`config.mk`:
```
export PLATFORM = sky130hd
export DESIGN_NAME = pad_isolation_and_voltage_monitor_ctrl
export DESIGN_NICKNAME = d
export VERILOG_FILES = /design/src/pkg/pad_mon_pkg.sv /design/src/pad_isolation_and_voltage_monitor_ctrl.sv
export SDC_FILE = /design/constraint.sdc
export NUM_CORES = 1
export LEC_CHECK = 0
export ABC_CLOCK_PERIOD_IN_PS = 1900
export BUFFER_PORTS_ARGS = -buffer_cell sky130_fd_sc_hd__buf_2
export CELL_PAD_IN_SITES_DETAIL_PLACEMENT = 2
export CELL_PAD_IN_SITES_GLOBAL_PLACEMENT = 2
export CORE_ASPECT_RATIO = 0.9
export CORE_MARGIN = 1.5
export CORE_UTILIZATION = 32
export CTS_CLUSTER_SIZE = 28
export DETAILED_ROUTE_END_ITERATION = 12
export PLACE_DENSITY_LB_ADDON = 0.15
export SLEW_MARGIN = 0
export SYNTH_ARGS = -nofsm -noshare
export SYNTH_HDL_FRONTEND = slang
export SYNTH_SLANG_ARGS = --single-unit
```
`constraint.sdc`:
```
create_clock -name clock -period 1.9 [get_ports clock]
set_input_delay 0.095 -clock clock [delete_from_list [all_inputs] [get_ports clock]]
set_output_delay 0.095 -clock clock [all_outputs]
set_load 0.005 [all_outputs]
```
`src/pkg/pad_mon_pkg.sv`:
```
// Constants, types and register map for the pad isolation and supply monitor controller.
// Assumes a plain single-cycle register port and one power controller clock.
package pad_mon_pkg;
  localparam logic [3:0] ADDR_PAD_ISO = 4'h0;
  localparam logic [3:0] ADDR_HS_LP = 4'h1;
  localparam logic [3:0] ADDR_MON_CFG = 4'h2;
  localparam logic [3:0] ADDR_MODE_CFG = 4'h3;
  localparam logic [3:0] ADDR_ISO_ACK = 4'h4;
  localparam logic [3:0] ADDR_IRQ_STAT = 4'h5;
  localparam logic [3:0] ADDR_IRQ_MASK = 4'h6;
  localparam logic [3:0] ADDR_PAD_STAT = 4'h7;
  localparam logic [3:0] PAD_ISO_RESET = 4'hF;
  localparam logic [3:0] PAD_CLR_RESET = 4'hF;
  localparam logic [1:0] HS_LP_RESET = 2'h0;
  localparam logic [31:0] MON_CFG_RESET = 32'h00000000;
  localparam logic [3:0] MODE_CFG_RESET = 4'h0;
  localparam int MON_RSRV_BITS = 8;
  localparam int TRIP_BASE_MV = 650;
  localparam int TRIP_STEP_MV = 25;
  localparam int MODE_CFG_LC = 0;
  localparam int MODE_CFG_ISO = 1;
  localparam int MODE_CFG_HSLP = 2;
  localparam int MODE_CFG_DSOFF = 3;
  localparam int IRQ_PWR_GOOD = 0;
  localparam int IRQ_ENTRY = 1;
  localparam int IRQ_EXIT = 2;
  localparam int IRQ_VIOL = 3;

  typedef enum logic [1:0] {MODE_SLEEP, MODE_DEEP_SLEEP, MODE_POWER_DOWN, MODE_DEEP_POWER_DOWN} pwr_mode_t;

  typedef struct packed {
    logic hvdEna;
    logic lvdEna;
    logic [3:0] lvdLvl;
    logic hvdRstEna;
    logic hvdIrqEna;
    logic lvdRstEna;
    logic lvdIrqEna;
  } dom_mon_t;

  typedef struct packed {
    // Top four bits of the word are unused; the struct must total 32 bits
    logic [3:0] rsrvHigh;
    dom_mon_t avd;
    dom_mon_t dom;
    logic [7:0] rsrvLow;
  } mon_cfg_t;

  typedef struct packed {
    logic overvolt;
    logic [3:0] tripCode;
    logic undervolt;
    logic overIrq;
    logic overRst;
    logic underIrq;
    logic underRst;
  } det_cfg_t;

  typedef struct packed {
    logic [3:0] latchClear;
    logic [3:0] isolate;
    logic [1:0] hsLowPower;
  } pad_ctl_t;
endpackage

```
`src/pad_isolation_and_voltage_monitor_ctrl.sv`:
```
// Pad latch-clear, isolation and high-speed low-power sequencing plus supply monitor config.
// Assumes the mode sequencer gives one-cycle entry/exit pulses and level switch signals on this clock;
// detector and supply-good inputs are asynchronous and are synchronised here.
//
// The address-and-strobe port and the placing of the registers were chosen for this implementation.
`timescale 1ns/1ps
module pad_isolation_and_voltage_monitor_ctrl
  import pad_mon_pkg::*;
(
  // Clock and reset
  input wire logic clock,
  input wire logic rst_n,
  // Register port
  input wire logic [3:0] regAddr,
  input wire logic [31:0] regWdata,
  input wire logic regWrite,
  input wire logic regRead,
  output logic [31:0] regRdata,
  // Mode sequencer
  input wire logic modeEntry,
  input wire logic modeExit,
  input wire pwr_mode_t modeKind,
  input wire logic [3:0] modeGroups,
  input wire logic switchOpenReq,
  input wire logic switchClosed,
  input wire logic cfgFromApp,
  input wire logic avdOwned,
  // Asynchronous supply indications
  input wire logic coreSupplyGood,
  input wire logic digitalSupplyOneOff,
  input wire logic [2:0] overvoltRaw,
  input wire logic [2:0] undervoltRaw,
  // Pads and detectors
  output pad_ctl_t padCtl,
  output logic switchOpenGrant,
  output det_cfg_t rtDetCfg,
  output det_cfg_t appDetCfg,
  output det_cfg_t avDetCfg,
  output logic monIrq,
  output logic monResetReq,
  output logic irq
);
  logic [7:0] syncA;
  logic [7:0] syncB;
  logic [3:0] isoSw_reg;
  logic [1:0] hsSw_reg;
  mon_cfg_t monCfg_reg;
  logic [3:0] modeCfg_reg;
  logic [3:0] irqStat_reg;
  logic [3:0] irqMask_reg;
  logic [3:0] lcSeq_reg;
  logic [3:0] isoSeq_reg;
  logic [3:0] isoHold_reg;
  logic [1:0] hsSeq_reg;
  logic porHold_reg;
  logic inMode_reg;
  pwr_mode_t mode_reg;
  logic [3:0] groups_reg;
  logic pendExit_reg;
  logic coreGood;
  logic dsOff;
  logic [2:0] ovSync;
  logic [2:0] uvSync;
  logic isoAck;
  logic [2:0] ovHit;
  logic [2:0] uvHit;
  logic [2:0] irqHit;
  logic [2:0] rstHit;
  logic deepPd;
  logic [3:0] ev;

  function automatic det_cfg_t toDet(input dom_mon_t d);
    toDet = '{overvolt: d.hvdEna, tripCode: d.lvdLvl, undervolt: d.lvdEna, overIrq: d.hvdIrqEna,
              overRst: d.hvdRstEna, underIrq: d.lvdIrqEna, underRst: d.lvdRstEna};
  endfunction

  // Two-stage synchroniser; only the second stage is read
  always_ff @(posedge clock) begin
    if (!rst_n) begin
      syncA <= 8'h00;
      syncB <= 8'h00;
    end else begin
      syncA <= {digitalSupplyOneOff, coreSupplyGood, overvoltRaw[2:0], undervoltRaw[2:0]};
      syncB <= syncA;
    end
  end
  assign uvSync = syncB[2:0];
  assign ovSync = syncB[5:3];
  assign coreGood = syncB[6];
  assign dsOff = syncB[7];

  wire wrPadIso = regWrite && regAddr == ADDR_PAD_ISO;
  wire wrHsLp = regWrite && regAddr == ADDR_HS_LP;
  wire wrMon = regWrite && regAddr == ADDR_MON_CFG;
  wire wrMode = regWrite && regAddr == ADDR_MODE_CFG;
  wire wrStat = regWrite && regAddr == ADDR_IRQ_STAT;
  wire wrMask = regWrite && regAddr == ADDR_IRQ_MASK;
  assign isoAck = regWrite && regAddr == ADDR_ISO_ACK;
  assign deepPd = mode_reg == MODE_POWER_DOWN || mode_reg == MODE_DEEP_POWER_DOWN;

  // Software-owned configuration
  always_ff @(posedge clock) begin
    if (!rst_n) begin
      isoSw_reg <= 4'h0;
      hsSw_reg <= HS_LP_RESET;
      monCfg_reg <= MON_CFG_RESET;
      modeCfg_reg <= MODE_CFG_RESET;
      irqMask_reg <= 4'h0;
    end else begin
      if (wrPadIso) isoSw_reg <= regWdata[3:0];
      if (wrHsLp) hsSw_reg <= regWdata[1:0];
      if (wrMon) monCfg_reg <= {regWdata[31:MON_RSRV_BITS], 8'h00};
      if (wrMode) modeCfg_reg <= regWdata[3:0];
      if (wrMask) irqMask_reg <= regWdata[3:0];
    end
  end

  // Power-on hold released once the core supply is good
  always_ff @(posedge clock) begin
    if (!rst_n) begin
      porHold_reg <= 1'b1;
    end else if (coreGood) begin
      porHold_reg <= 1'b0;
    end
  end

  // Mode tracking
  always_ff @(posedge clock) begin
    if (!rst_n) begin
      inMode_reg <= 1'b0;
      mode_reg <= MODE_SLEEP;
      groups_reg <= 4'h0;
      pendExit_reg <= 1'b0;
    end else begin
      if (modeEntry && !inMode_reg) begin
        inMode_reg <= 1'b1;
        mode_reg <= modeKind;
        groups_reg <= modeGroups;
      end else if (modeExit && inMode_reg) begin
        inMode_reg <= 1'b0;
        pendExit_reg <= deepPd;
      end
      if (pendExit_reg && switchClosed) pendExit_reg <= 1'b0;
    end
  end

  // Latch-clear sequencing around the domain switch
  always_ff @(posedge clock) begin
    if (!rst_n) begin
      lcSeq_reg <= 4'h0;
    end else if (modeEntry && !inMode_reg && modeCfg_reg[MODE_CFG_LC] &&
                 (modeKind == MODE_POWER_DOWN || modeKind == MODE_DEEP_POWER_DOWN)) begin
      lcSeq_reg <= lcSeq_reg | modeGroups;
    end else if (!inMode_reg && !pendExit_reg && switchClosed) begin
      lcSeq_reg <= 4'h0;
    end
  end

  // Isolation sequencing
  always_ff @(posedge clock) begin
    if (!rst_n) begin
      isoSeq_reg <= 4'h0;
      isoHold_reg <= 4'h0;
    end else begin
      if (modeEntry && !inMode_reg && modeKind != MODE_SLEEP && modeCfg_reg[MODE_CFG_ISO]) begin
        isoSeq_reg <= isoSeq_reg | modeGroups;
      end else if (modeExit && inMode_reg) begin
        if (deepPd) begin
          // Groups with latch-clear stay isolated until latch-clear ends; others wait for the acknowledge
          isoHold_reg <= isoHold_reg | (isoSeq_reg & ~lcSeq_reg);
          isoSeq_reg <= 4'h0;
        end else begin
          isoSeq_reg <= 4'h0;
        end
      end
      if (isoAck) isoHold_reg <= 4'h0;
    end
  end

  // High-speed pad low-power sequencing
  always_ff @(posedge clock) begin
    if (!rst_n) begin
      hsSeq_reg <= 2'h0;
    end else if (modeEntry && !inMode_reg) begin
      hsSeq_reg <= (modeKind != MODE_SLEEP && modeCfg_reg[MODE_CFG_HSLP]) ? 2'h3 : 2'h0;
    end else if (modeExit && inMode_reg) begin
      hsSeq_reg <= 2'h0;
    end
  end

  // Registered pad outputs; application groups may be held off until supply-off seen
  wire [3:0] isoAll = isoSw_reg | isoSeq_reg | isoHold_reg | {4{porHold_reg}};
  wire [3:0] isoGate = (modeCfg_reg[MODE_CFG_DSOFF] && inMode_reg && deepPd && !dsOff) ?
                       {2'b00, 2'b11} : 4'hF;
  always_ff @(posedge clock) begin
    if (!rst_n) begin
      padCtl <= '{latchClear: PAD_CLR_RESET, isolate: PAD_ISO_RESET, hsLowPower: HS_LP_RESET};
      switchOpenGrant <= 1'b0;
    end else begin
      padCtl.latchClear <= lcSeq_reg | {4{porHold_reg}};
      padCtl.isolate <= (isoAll & (isoGate | isoSw_reg | {4{porHold_reg}})) | lcSeq_reg;
      padCtl.hsLowPower <= hsSw_reg | hsSeq_reg;
      // Switch may open only once latch-clear is at the pads
      switchOpenGrant <= switchOpenReq && ((padCtl.latchClear & groups_reg) == (lcSeq_reg & groups_reg));
    end
  end

  // Detector configuration routing
  always_ff @(posedge clock) begin
    if (!rst_n) begin
      rtDetCfg <= '0;
      appDetCfg <= '0;
      avDetCfg <= '0;
    end else begin
      if (!cfgFromApp) rtDetCfg <= toDet(monCfg_reg.dom);
      if (cfgFromApp) appDetCfg <= toDet(monCfg_reg.dom);
      if (avdOwned) avDetCfg <= toDet(monCfg_reg.avd);
    end
  end

  // Violations gated by each detector's own enables
  always_comb begin
    ovHit = ovSync & {avDetCfg.overvolt, appDetCfg.overvolt, rtDetCfg.overvolt};
    uvHit = uvSync & {avDetCfg.undervolt, appDetCfg.undervolt, rtDetCfg.undervolt};
    irqHit = (ovHit & {avDetCfg.overIrq, appDetCfg.overIrq, rtDetCfg.overIrq}) |
             (uvHit & {avDetCfg.underIrq, appDetCfg.underIrq, rtDetCfg.underIrq});
    rstHit = (ovHit & {avDetCfg.overRst, appDetCfg.overRst, rtDetCfg.overRst}) |
             (uvHit & {avDetCfg.underRst, appDetCfg.underRst, rtDetCfg.underRst});
    ev = 4'h0;
    ev[IRQ_PWR_GOOD] = porHold_reg && coreGood;
    ev[IRQ_ENTRY] = modeEntry && !inMode_reg;
    ev[IRQ_EXIT] = modeExit && inMode_reg;
    ev[IRQ_VIOL] = |irqHit;
  end

  // Sticky status, write one to clear; a new event wins over the clear
  always_ff @(posedge clock) begin
    if (!rst_n) begin
      irqStat_reg <= 4'h0;
      monIrq <= 1'b0;
      monResetReq <= 1'b0;
      irq <= 1'b0;
    end else begin
      irqStat_reg <= (irqStat_reg & ~(wrStat ? regWdata[3:0] : 4'h0)) | ev;
      monIrq <= |irqHit;
      monResetReq <= |rstHit;
      irq <= |(((irqStat_reg & ~(wrStat ? regWdata[3:0] : 4'h0)) | ev) & irqMask_reg);
    end
  end

  // Read port: data one cycle after the strobe, zero otherwise
  always_ff @(posedge clock) begin
    if (!rst_n) begin
      regRdata <= 32'h00000000;
    end else if (regRead) begin
      unique case (regAddr)
        ADDR_PAD_ISO: regRdata <= {28'h0000000, isoSw_reg};
        ADDR_HS_LP: regRdata <= {30'h00000000, hsSw_reg};
        ADDR_MON_CFG: regRdata <= monCfg_reg;
        ADDR_MODE_CFG: regRdata <= {28'h0000000, modeCfg_reg};
        ADDR_IRQ_STAT: regRdata <= {28'h0000000, irqStat_reg};
        ADDR_IRQ_MASK: regRdata <= {28'h0000000, irqMask_reg};
        ADDR_PAD_STAT: regRdata <= {22'h000000, padCtl};
        default: regRdata <= 32'h00000000;
      endcase
    end else begin
      regRdata <= 32'h00000000;
    end
  end
endmodule

```
Word level (Yosys, flattened, before mapping)
Index checks and enable logic that the tools add are counted.
- flip-flop bits (word level): 157
- bits in latches: 0
- memory bits (writable): 0
- memory bits (read-only): 0
- word-level logic and storage cells: 155
- memories kept: 0
- $add $sub $neg: 0
- $mul: 0
- divide/modulo/power cells: 0
- $lt $le $gt $ge: 0
- equal/unequal tests: 12
- shift-type cells: 0
- muxes and demuxes: 12
- bitwise operators: 31
- reduce and logical (&&, ||, !) cells: 40
- operator list (cell ; count):
    case mux 32 bit (7 select lines) ; 1
    bitwise OR 4 bit ; 11
    AND 4 bit ; 6
    two-way mux 4 bit ; 6
    logical AND 1 bit ; 22
    AND 3 bit ; 6
    == test 4 x 3 -> 1 bit, second input constant ; 4
    == test 2 bit, second input constant ; 4
    == test 4 x 2 -> 1 bit, second input constant ; 2
    NOT 4 bit ; 2
    nonzero test 2 bit ; 4
    two-way mux 2 bit ; 3
    bitwise OR 3 bit ; 2
    OR reduction 3 bit ; 2
    == test 4 x 1 -> 1 bit, second input constant ; 1
    == test 4 bit ; 1
    logical NOT 4 bit ; 1
    AND reduction 2 bit ; 2
    OR reduction 2 bit ; 2
    OR reduction 4 bit ; 1
    logical NOT 1 bit ; 3
    NOT 1 bit ; 3
    AND reduction 3 bit ; 1
    logical OR 1 bit ; 2
    2 further kinds ; 3

Logic depth before layout (Yosys ltp)
Gate-level depths: netlist of run 1.
- depth in word-level cells: 9
- gate-level depth with buffers: 6
- gate-level depth less buffers: 4

Worst setup path before layout of run 1
No wires, ideal clock.
- path type: register to register
- from: reg inMode_reg
- to: reg lcSeq_reg[0]
- setup time: 128 ps
- data arrival time: 1307 ps
- data required time: 1772 ps
- path slack: 465 ps
- stages on the path, launching flop included: 5
- path buffers: 0
- cells stage by stage: dfxtp_1 and4b_4 or4b_4 a22oi_1 nor2_1
- cells in the longest elaborated chain, start to end: 5
- elaborated cells on any way between the ends: 8
- RTL lines (what ; line ; source):
    start, declared ; pad_isolation_and_voltage_monitor_ctrl.sv:56 ; logic inMode_reg;
    start signal, assigned ; pad_isolation_and_voltage_monitor_ctrl.sv:130 ; inMode_reg <= 1'b0;
    start signal, assigned ; pad_isolation_and_voltage_monitor_ctrl.sv:136 ; inMode_reg <= 1'b1;
    start signal, assigned ; pad_isolation_and_voltage_monitor_ctrl.sv:140 ; inMode_reg <= 1'b0;
    logical NOT 1 bit * ; pad_isolation_and_voltage_monitor_ctrl.sv:151, pad_isolation_and_voltage_monitor_ctrl.sv:154 ;
    logical AND 1 bit (3 in a row) ; pad_isolation_and_voltage_monitor_ctrl.sv:151 ; end else if (modeEntry && !inMode_reg && modeCfg_reg[MODE_CFG_LC] &&
    two-way mux 4 bit or nonzero test 2 bit (tied branches) ; n/a ;
    end signal, assigned ; pad_isolation_and_voltage_monitor_ctrl.sv:153 ; lcSeq_reg <= lcSeq_reg | modeGroups;
    end, declared ; pad_isolation_and_voltage_monitor_ctrl.sv:51 ; logic [3:0] lcSeq_reg;
Every way passes the cells marked *; elsewhere a longest branch is shown, timed or not.
A chain may end at the register's enable or synchronous reset.

Worst setup path in the final report of run 1
- from: reg inMode_reg
- to: reg lcSeq_reg[2]
The elaborated chain is that of the path after synthesis.

==> reports/results.tsv, run 1 <==
stage	metric	value	unit
outcome	status	finished with violations	
outcome	violated checks	design-rule violations	
routing	wire length on met2	8430	microns
cells_and_area	fin cells	952	
critical_path	r2r endpoint	lcSeq_reg[2]	
critical_path	CP Cell Sequence	and4b_4 > or4b_4 > a22oi_1 > nor2_1	
routing	Max Used Layer	met4	
routing	Total Wirelength	17300	microns
floorplan	Die Wd	140	microns
cells_and_area	diode count	0	
critical_path	CP delay by family, top	simple AND/OR/NAND/NOR gates	
critical_path	Worst Path Required	2.19	ns
logic_synthesis	YS warnings	0	
critical_path	worst setup path startpoint	inMode_reg	
routing	wire length per cell after detailed routing	18.2	microns
routing	post-route ant nets	0	
place	Cells after DPL	875	
cells_and_area	layout cell share with drive strength beyond 1	24.6	%
timing	final hold vios	0	
clock_tree	CTS tree	done	
routing	via/cell ratio	4.88	
routing	WL met1	8020	microns
timing	Final Critical Period	1.62	ns
power_and_ir_drop	Leakage	3.16	nW
critical_path	worst r2r path cells	4	
place	RePlAce Congestion	0.818	
timing	worst-margin pin slew	0.658	ns
logic_synthesis	largest area contributor in the netlist	dfxtp_1	
logic_synthesis	Syn Area/Cell	9.67	sq um
critical_path	Crit. End Element	register	
timing	max-slew violations	0	
timing	setup tns final	0	ns
logic_synthesis	synthesized cell area	5370	sq um
timing	RSZ-0062 raised after global routing	false	
timing	Max transition margin	56.2	%
cells_and_area	commonest non-fill, non-tap cell in the layout	dfxtp_1	
critical_path	WS Path Type	register to register	
clock_tree	Clock Path Buffers	2	
critical_path	R2R Path Start	inMode_reg	
place	Area after DPL	6270	sq um
min_path	min-delay worst type	input port to register	
place	port bufs	131	
cells_and_area	most frequent cells in the layout	dfxtp_1, buf_2, nand2_1	
clock_tree	clock root buffer	clkbuf_16	
clock_tree	Clock Latency Late Sink	0.43	ns
logic_synthesis	Primary FF master, synth	dfxtp_1	
floorplan	die area	17600	sq um
logic_synthesis	Synth Instances	556	
logic_synthesis	synthesized flop and latch total	155	
timing	Setup violations, final	0	
clock_tree	post-CTS setup buffer count	0	
place	HPWL after DPL	12400	microns
clock_tree	Num CTS Buffers	17	
timing	fmax	618	MHz
critical_path	Buffers & Inverters on Critical Path	0	
global_route	first-pass GRT wire length	27400	microns
clock_tree	H-Tree Depth	4	
critical_path	slack of the worst reg-to-reg path	0.28	ns
critical_path	Arr. time, crit path	1.91	ns
critical_path	Worst path slowest cell	or4b_4	
logic_synthesis	top post-synthesis cells by area	dfxtp_1, mux2i_1, and2_1	
logic_synthesis	Netlist cell types	41	
floorplan	core area	16300	sq um
global_route	GR Util All Layers	20.4	%
logic_synthesis	number of flops mapped to enable cells by yosys	0	
clock_tree	CTS clk-pin slew, worst paths	0.06	ns
cells_and_area	Area growth syn-to-layout	36.1	%
floorplan	die height	126	microns
clock_tree	Resized Gates After CTS	0	
cells_and_area	nets@finish	792	
critical_path	WP depth	4	
routing	Vias	4644	
floorplan	Core Rows	44	
critical_path	Worst path max stage delay	0.51	ns
critical_path	crit path to	lcSeq_reg[2]	
logic_synthesis	Async S/R FF share, synth	0	%
floorplan	Top Ports	136	
cells_and_area	max reg flops	32	
clock_tree	hold_buf cts	45	
global_route	initial antenna violation count	0	
job	max cap viols	0	
power_and_ir_drop	pwr dens	982	nW/um^2
timing	Layout Skew	0.00886	ns
critical_path	startpoint types	register	
global_route	GRT overflow	0	
routing	# DRC	10	
global_route	number of global-route vias before repair	5037	
critical_path	critical-path maximum fanout	9	
routing	Initial DRC Count	164	
timing	Tcrit/Tclk final	85.2	%
floorplan	Initial Util	33.0	%
clock_tree	clock sink count	155	
global_route	pin count of the biggest net entering global routing	38	
power_and_ir_drop	VDD IR max	0.616	mV
routing	Met3 Wirelength	647	microns
logic_synthesis	register area share after synthesis	57.7	%
routing	Pre-antenna DRT Iters	10	
logic_synthesis	syn_nets	616	
cells_and_area	final design area excluding fillers	7310	sq um
logic_synthesis	share of the synthesized area in the top cell type	57.7	%
-- routing by layer --
layer	GRT usage, %	up-vias
met5	0	-
met1	26.5	2306
met4	5.94	0
met2	33.7	99
met3	4.90	12
li1	-	2227
-- worst reg2reg max path, delay by kind of cell (launching register included) --
kind	cells	cell delay, ns
AOI/OAI and AO/OA	1	0.18
DFF	1	0.46
and+or+nand+nor	3	0.84
-- per-stage QoR --
step / util (%) / setup WS [ns] / hold WS, ns / power (mW)
floorplan: - / 0.465 / 0.195 / 3.58
finish: 44.9 / 0.281 / 0.0640 / 7.18
CTS: 44.9 / 0.264 / 0.0398 / 7.29
global route: 44.9 / 0.145 / 0.0511 / 7.49
global placement: 38.5 / 0.351 / 0.294 / 3.74
detailed placement: 38.5 / 0.268 / 0.304 / 3.76
-- logic make-up after synthesis --
| family | after synthesis | share of synthesized area [%] |
|---|---|---|
| AO/OA/AOI/OAI | 81 | 9.31 |
| flip-flops | 155 | 57.7 |
| multiplexers | 42 | 8.34 |
| AND/OR/NAND/NOR | 236 | 21.1 |
| XOR/XNOR | 4 | 0.652 |
| buffers and inverters | 38 | 2.86 |
-- worst min path at each step --
stage / slack (ns) / cells past startpoint / endpoint / startpoint
floorplan: 0.20 / 1 / pendExit_reg / switchClosed
global placement: 0.29 / 2 / pendExit_reg / switchClosed
detailed placement: 0.30 / 2 / pendExit_reg / switchClosed
CTS: 0.04 / 2 / irqStat_reg[2] / rst_n
global route: 0.05 / 2 / irqStat_reg[2] / rst_n
finish: 0.06 / 2 / irqStat_reg[2] / rst_n
-- power breakdown --
| part | internal [mW] | leakage (nW) | switching [mW] | total, mW |
|---|---|---|---|---|
| Combinational | 0.203 | 1.62 | 0.211 | 0.414 |
| Clock | 2.10 | 0.283 | 1.33 | 3.43 |
| Sequential | 3.30 | 1.26 | 0.0371 | 3.34 |
| Total | 5.60 | 3.16 | 1.58 | 7.18 |
-- final cells by class --
cell class                 count  area, sq um
clock inverter                11          145
timing repair buffer         188         1210
sequential                   155         3100
tap                          207          259
fill                        1772         8980
clock buffer                  21          450
inverter                       7         26.3
multi-input combinational    363         2120
-- cells in the mapped netlist, types with 9 or more instances --
cell type,number
a21oi_1,39
clkbuf_1,21
dfxtp_1,155
a22oi_1,12
and2_1,48
mux2i_1,38
nor2_1,67
nand2_1,78
buf_2,9
nand3_1,14
No activity file was read; power rests on OpenSTA's default activity.
==> run 2: changes to the inputs <==
--- a/config.mk
+++ b/config.mk
@@ -5,13 +5,14 @@
 export SDC_FILE = /design/constraint.sdc
 export NUM_CORES = 1
 export LEC_CHECK = 0
+export ABC_AREA = 1
 export ABC_CLOCK_PERIOD_IN_PS = 1900
 export BUFFER_PORTS_ARGS = -buffer_cell sky130_fd_sc_hd__buf_2
 export CELL_PAD_IN_SITES_DETAIL_PLACEMENT = 2
 export CELL_PAD_IN_SITES_GLOBAL_PLACEMENT = 2
 export CORE_ASPECT_RATIO = 0.9
 export CORE_MARGIN = 1.5
-export CORE_UTILIZATION = 32
+export CORE_UTILIZATION = 30
 export CTS_CLUSTER_SIZE = 28
 export DETAILED_ROUTE_END_ITERATION = 12
 export PLACE_DENSITY_LB_ADDON = 0.15
==> run 2 against run 1 <==
Clock power is essentially flat. Clock skew shrank 0.00075 ns. The run ends with negative hold slack left. Core utilization shrank 4.1 points. Die area grew 6.4%. Synthesized cell count grew 14%.
==> reports/results.tsv, run 2 <==
stage	metric	value	unit	change
logic_synthesis	synthesized flop and latch total	155		unchanged
cells_and_area	nets@finish	855		+8.0%
critical_path	r2r endpoint	irq		
place	port bufs	131		unchanged
cells_and_area	Area growth syn-to-layout	33.5	%	
logic_synthesis	share of the synthesized area in the top cell type	57.8	%	+0.067 points
cells_and_area	most frequent cells in the layout	dfxtp_1, buf_2, a21oi_1, o21ai_0, nand2_1		
routing	via/cell ratio	4.77		-2.2%
logic_synthesis	Syn Area/Cell	8.47	sq um	-12%
cells_and_area	commonest non-fill, non-tap cell in the layout	dfxtp_1		
logic_synthesis	Synth Area in XOR/XNOR	0	%	-0.65 points
routing	post-route ant nets	0		unchanged
floorplan	Die Wd	144	microns	+3.1%
global_route	GRT overflow	0		unchanged
place	Area after DPL	6230	sq um	-0.58%
global_route	number of global-route vias before repair	5377		+6.8%
clock_tree	Resized Gates After CTS	0		unchanged
logic_synthesis	synthesized cell area	5370	sq um	-0.12%
cells_and_area	# fillers	1999		+13%
critical_path	Crit. End Element	register		
floorplan	die area	18700	sq um	+6.4%
clock_tree	hold_buf cts	34		-24%
timing	final hold vios	1		+1
logic_synthesis	register area share after synthesis	57.8	%	+0.067 points
routing	wire length per cell after detailed routing	17.8	microns	-1.9%
logic_synthesis	YS warnings	0		unchanged
critical_path	R2R Path Start	avDetCfg[4]		
logic_synthesis	largest family of logic cells by synthesized area	compound AO/OA/AOI/OAI gates		
place	HPWL after DPL	13100	microns	+5.9%
clock_tree	Num CTS Buffers	17		unchanged
logic_synthesis	post-synthesis compound-gate area fraction	18.1	%	+8.8 points
timing	worst-margin pin slew	0.571	ns	-0.0865 ns
logic_synthesis	syn_nets	694		+13%
logic_synthesis	simple logic cell fraction of the synthesized area	15.4	%	-5.7 points
logic_synthesis	Synth Instances	634		+14%
critical_path	Worst Path Required	2.20	ns	about the same
timing	WHS	-0.0121	ns	-0.0761 ns
cells_and_area	final design area excluding fillers	7160	sq um	-2.1%
logic_synthesis	number of flops mapped to enable cells by yosys	0		unchanged
routing	wire length on met2	8940	microns	+6.0%
routing	Max Used Layer	met4		
timing	setup tns final	0	ns	unchanged
clock_tree	clock root buffer	clkbuf_16		
cells_and_area	diode count	0		unchanged
clock_tree	CTS tree	done		
floorplan	Top Ports	136		unchanged
cells_and_area	layout cell share with drive strength beyond 1	22.3	%	-2.3 points
timing	final setup margin	0.517	ns	+0.236 ns
routing	WL met1	8750	microns	+9.1%
clock_tree	Clock Latency Late Sink	0.42	ns	about the same
clock_tree	Clock Path Buffers	2		unchanged
floorplan	Initial Util	30.6	%	-2.4 points
critical_path	startpoint types	register		
timing	Layout Skew	0.00811	ns	-0.000751 ns
routing	Pre-antenna DRT Iters	4		-6
clock_tree	CTS clk-pin slew, worst paths	0.06	ns	about the same
min_path	worst hold start	regWdata[29]		
power_and_ir_drop	power consumption	7.35	mW	+2.3%
min_path	min-delay worst type	input port to register		
clock_tree	clock sink count	155		unchanged
critical_path	worst r2r path cells	10		+6
clock_tree	H-Tree Depth	4		unchanged
global_route	pin count of the biggest net entering global routing	60		+58%
logic_synthesis	Primary FF master, synth	dfxtp_1		
critical_path	Arr. time, crit path	1.68	ns	-0.23 ns
routing	Total Wirelength	18700	microns	+7.9%
critical_path	slack of the worst reg-to-reg path	0.52	ns	+0.24 ns
global_route	initial antenna violation count	0		unchanged
logic_synthesis	Netlist cell types	30		-27%
place	RePlAce Congestion	0.841		+2.8%
floorplan	die height	130	microns	+3.1%
logic_synthesis	Async S/R FF share, synth	0	%	unchanged
timing	max-slew violations	0		unchanged
timing	Max transition margin	61.8	%	+5.7 points
routing	Vias	4994		+7.5%
job	max cap viols	0		unchanged
logic_synthesis	mux share of post-synthesis cell area	0	%	-8.3 points
timing	Tcrit/Tclk final	72.8	%	-12 points
outcome	status	finished with violations		
timing	Final Critical Period	1.38	ns	-0.236 ns
floorplan	core area	17600	sq um	+7.7%
cells_and_area	max reg flops	32		unchanged
clock_tree	post-CTS setup buffer count	0		unchanged
timing	Setup violations, final	0		unchanged
logic_synthesis	top post-synthesis cells by area	dfxtp_1, a21oi_1, o21ai_0		
routing	# DRC	0		-10
critical_path	WS Path Type	register to register		
logic_synthesis	top-count cell post-synth	dfxtp_1		
power_and_ir_drop	Leakage	3.13	nW	-0.94%
global_route	GR Util All Layers	20.7	%	+0.30 points
logic_synthesis	largest area contributor in the netlist	dfxtp_1		
timing	RSZ-0062 raised after global routing	false		
min_path	hold path cells	3		+1
outcome	violated checks	negative hold slack		
routing	Met3 Wirelength	741	microns	+15%
timing	fmax	723	MHz	+17%
power_and_ir_drop	pwr dens	1030	nW/um^2	+4.4%
global_route	first-pass GRT wire length	29300	microns	+7.1%
floorplan	Core Rows	46		+4.5%
critical_path	critical-path maximum fanout	4		-5
place	dpl ws	0.395	ns	+0.127 ns
logic_synthesis	most frequent cells after synthesis	dfxtp_1, a21oi_1, o21ai_0		
logic_synthesis	Post-Synth Adder-Cell Area	0	%	unchanged
power_and_ir_drop	VDD IR max	0.614	mV	-0.37%
cells_and_area	fin util	40.8	%	-4.1 points
min_path	Hold Path Sink	monCfg_reg[29]		
routing	Initial DRC Count	219		+34%
==> run 2: changes by cell type after synthesis, sizes merged, moves of 6 or more <==
cell,before,now
a22oi,12,0
nor3,3,27
clkbuf,21,15
a21oi,39,85
mux2i,38,0
inv,7,80
nor2,67,30
and2,48,0
nand3,14,34
o21ai,7,86
buf,10,16
==> run 2: metal layers <==
layer | GRT usage [%] | up-vias
met2 | 35.3 | 103
met3 | 4.81 | 13
met1 | 26.7 | 2464
li1 | - | 2414
met5 | 0 | -
met4 | 4.56 | 0
==> run 2: report_power, final <==
group	switching, mW	leakage, nW	internal, mW
sequential	0.0607	1.26	3.35
combinational	0.295	1.59	0.199
clock	1.35	0.282	2.09
==> run 2: worst max path at each step <==
stage                startpoint             end  slack [ns]  cells past startpoint
floorplan           porHold_reg       padCtl[2]        0.85                      3
global placement     regAddr[3]    regRdata[11]        0.46                      5
detailed placement   regAddr[3]    regRdata[15]        0.39                      5
CTS                  inMode_reg  isoHold_reg[3]        0.50                      6
global route         inMode_reg  isoHold_reg[3]        0.37                      6
finish              avDetCfg[4]             irq        0.52                     10
==> run 2: cell type report <==
| cell class | count | area, sq um | share of cell area (%) |
|---|---|---|---|
| Sequential cell | 155 | 3100 | 43.3 |
| Multi-Input combinational cell | 368 | 1800 | 25.1 |
| Timing Repair Buffer | 173 | 1070 | 14.9 |
| Clock buffer | 20 | 447 | 6.23 |
| Inverter | 80 | 303 | 4.23 |
| Tap cell | 240 | 300 | 4.19 |
| Clock inverter | 11 | 145 | 2.03 |
==> run 2: cells by family (layout without fill, tap and decap cells) <==
| group | count (synthesis) | count (layout) |
|---|---|---|
| flops | 155 | 155 |
| compound gates | 187 | 187 |
| buf+inv | 111 | 284 |
| simple gates | 181 | 181 |
==> run 2: per-stage QoR <==
stage	hold slack, ns	cells
4_1_cts	0.00140	1047
5_1_grt	0.00769	1047
3_5_place_dp	0.288	982
2_1_floorplan	0.193	634
6_report	-0.0121	1047
3_3_place_gp	0.281	982
==> run 2: critical path, stage by stage, from the launching register on <==
cell and delay [ns]:
dfxtp_1 0.36, nand3_1 0.11, nand2_1 0.10, inv_1 0.07, nand2_1 0.07, nor2_1 0.22
nand2_1 0.09, nand2_1 0.07, nand2_1 0.04, nor2_1 0.08, nor2_1 0.05
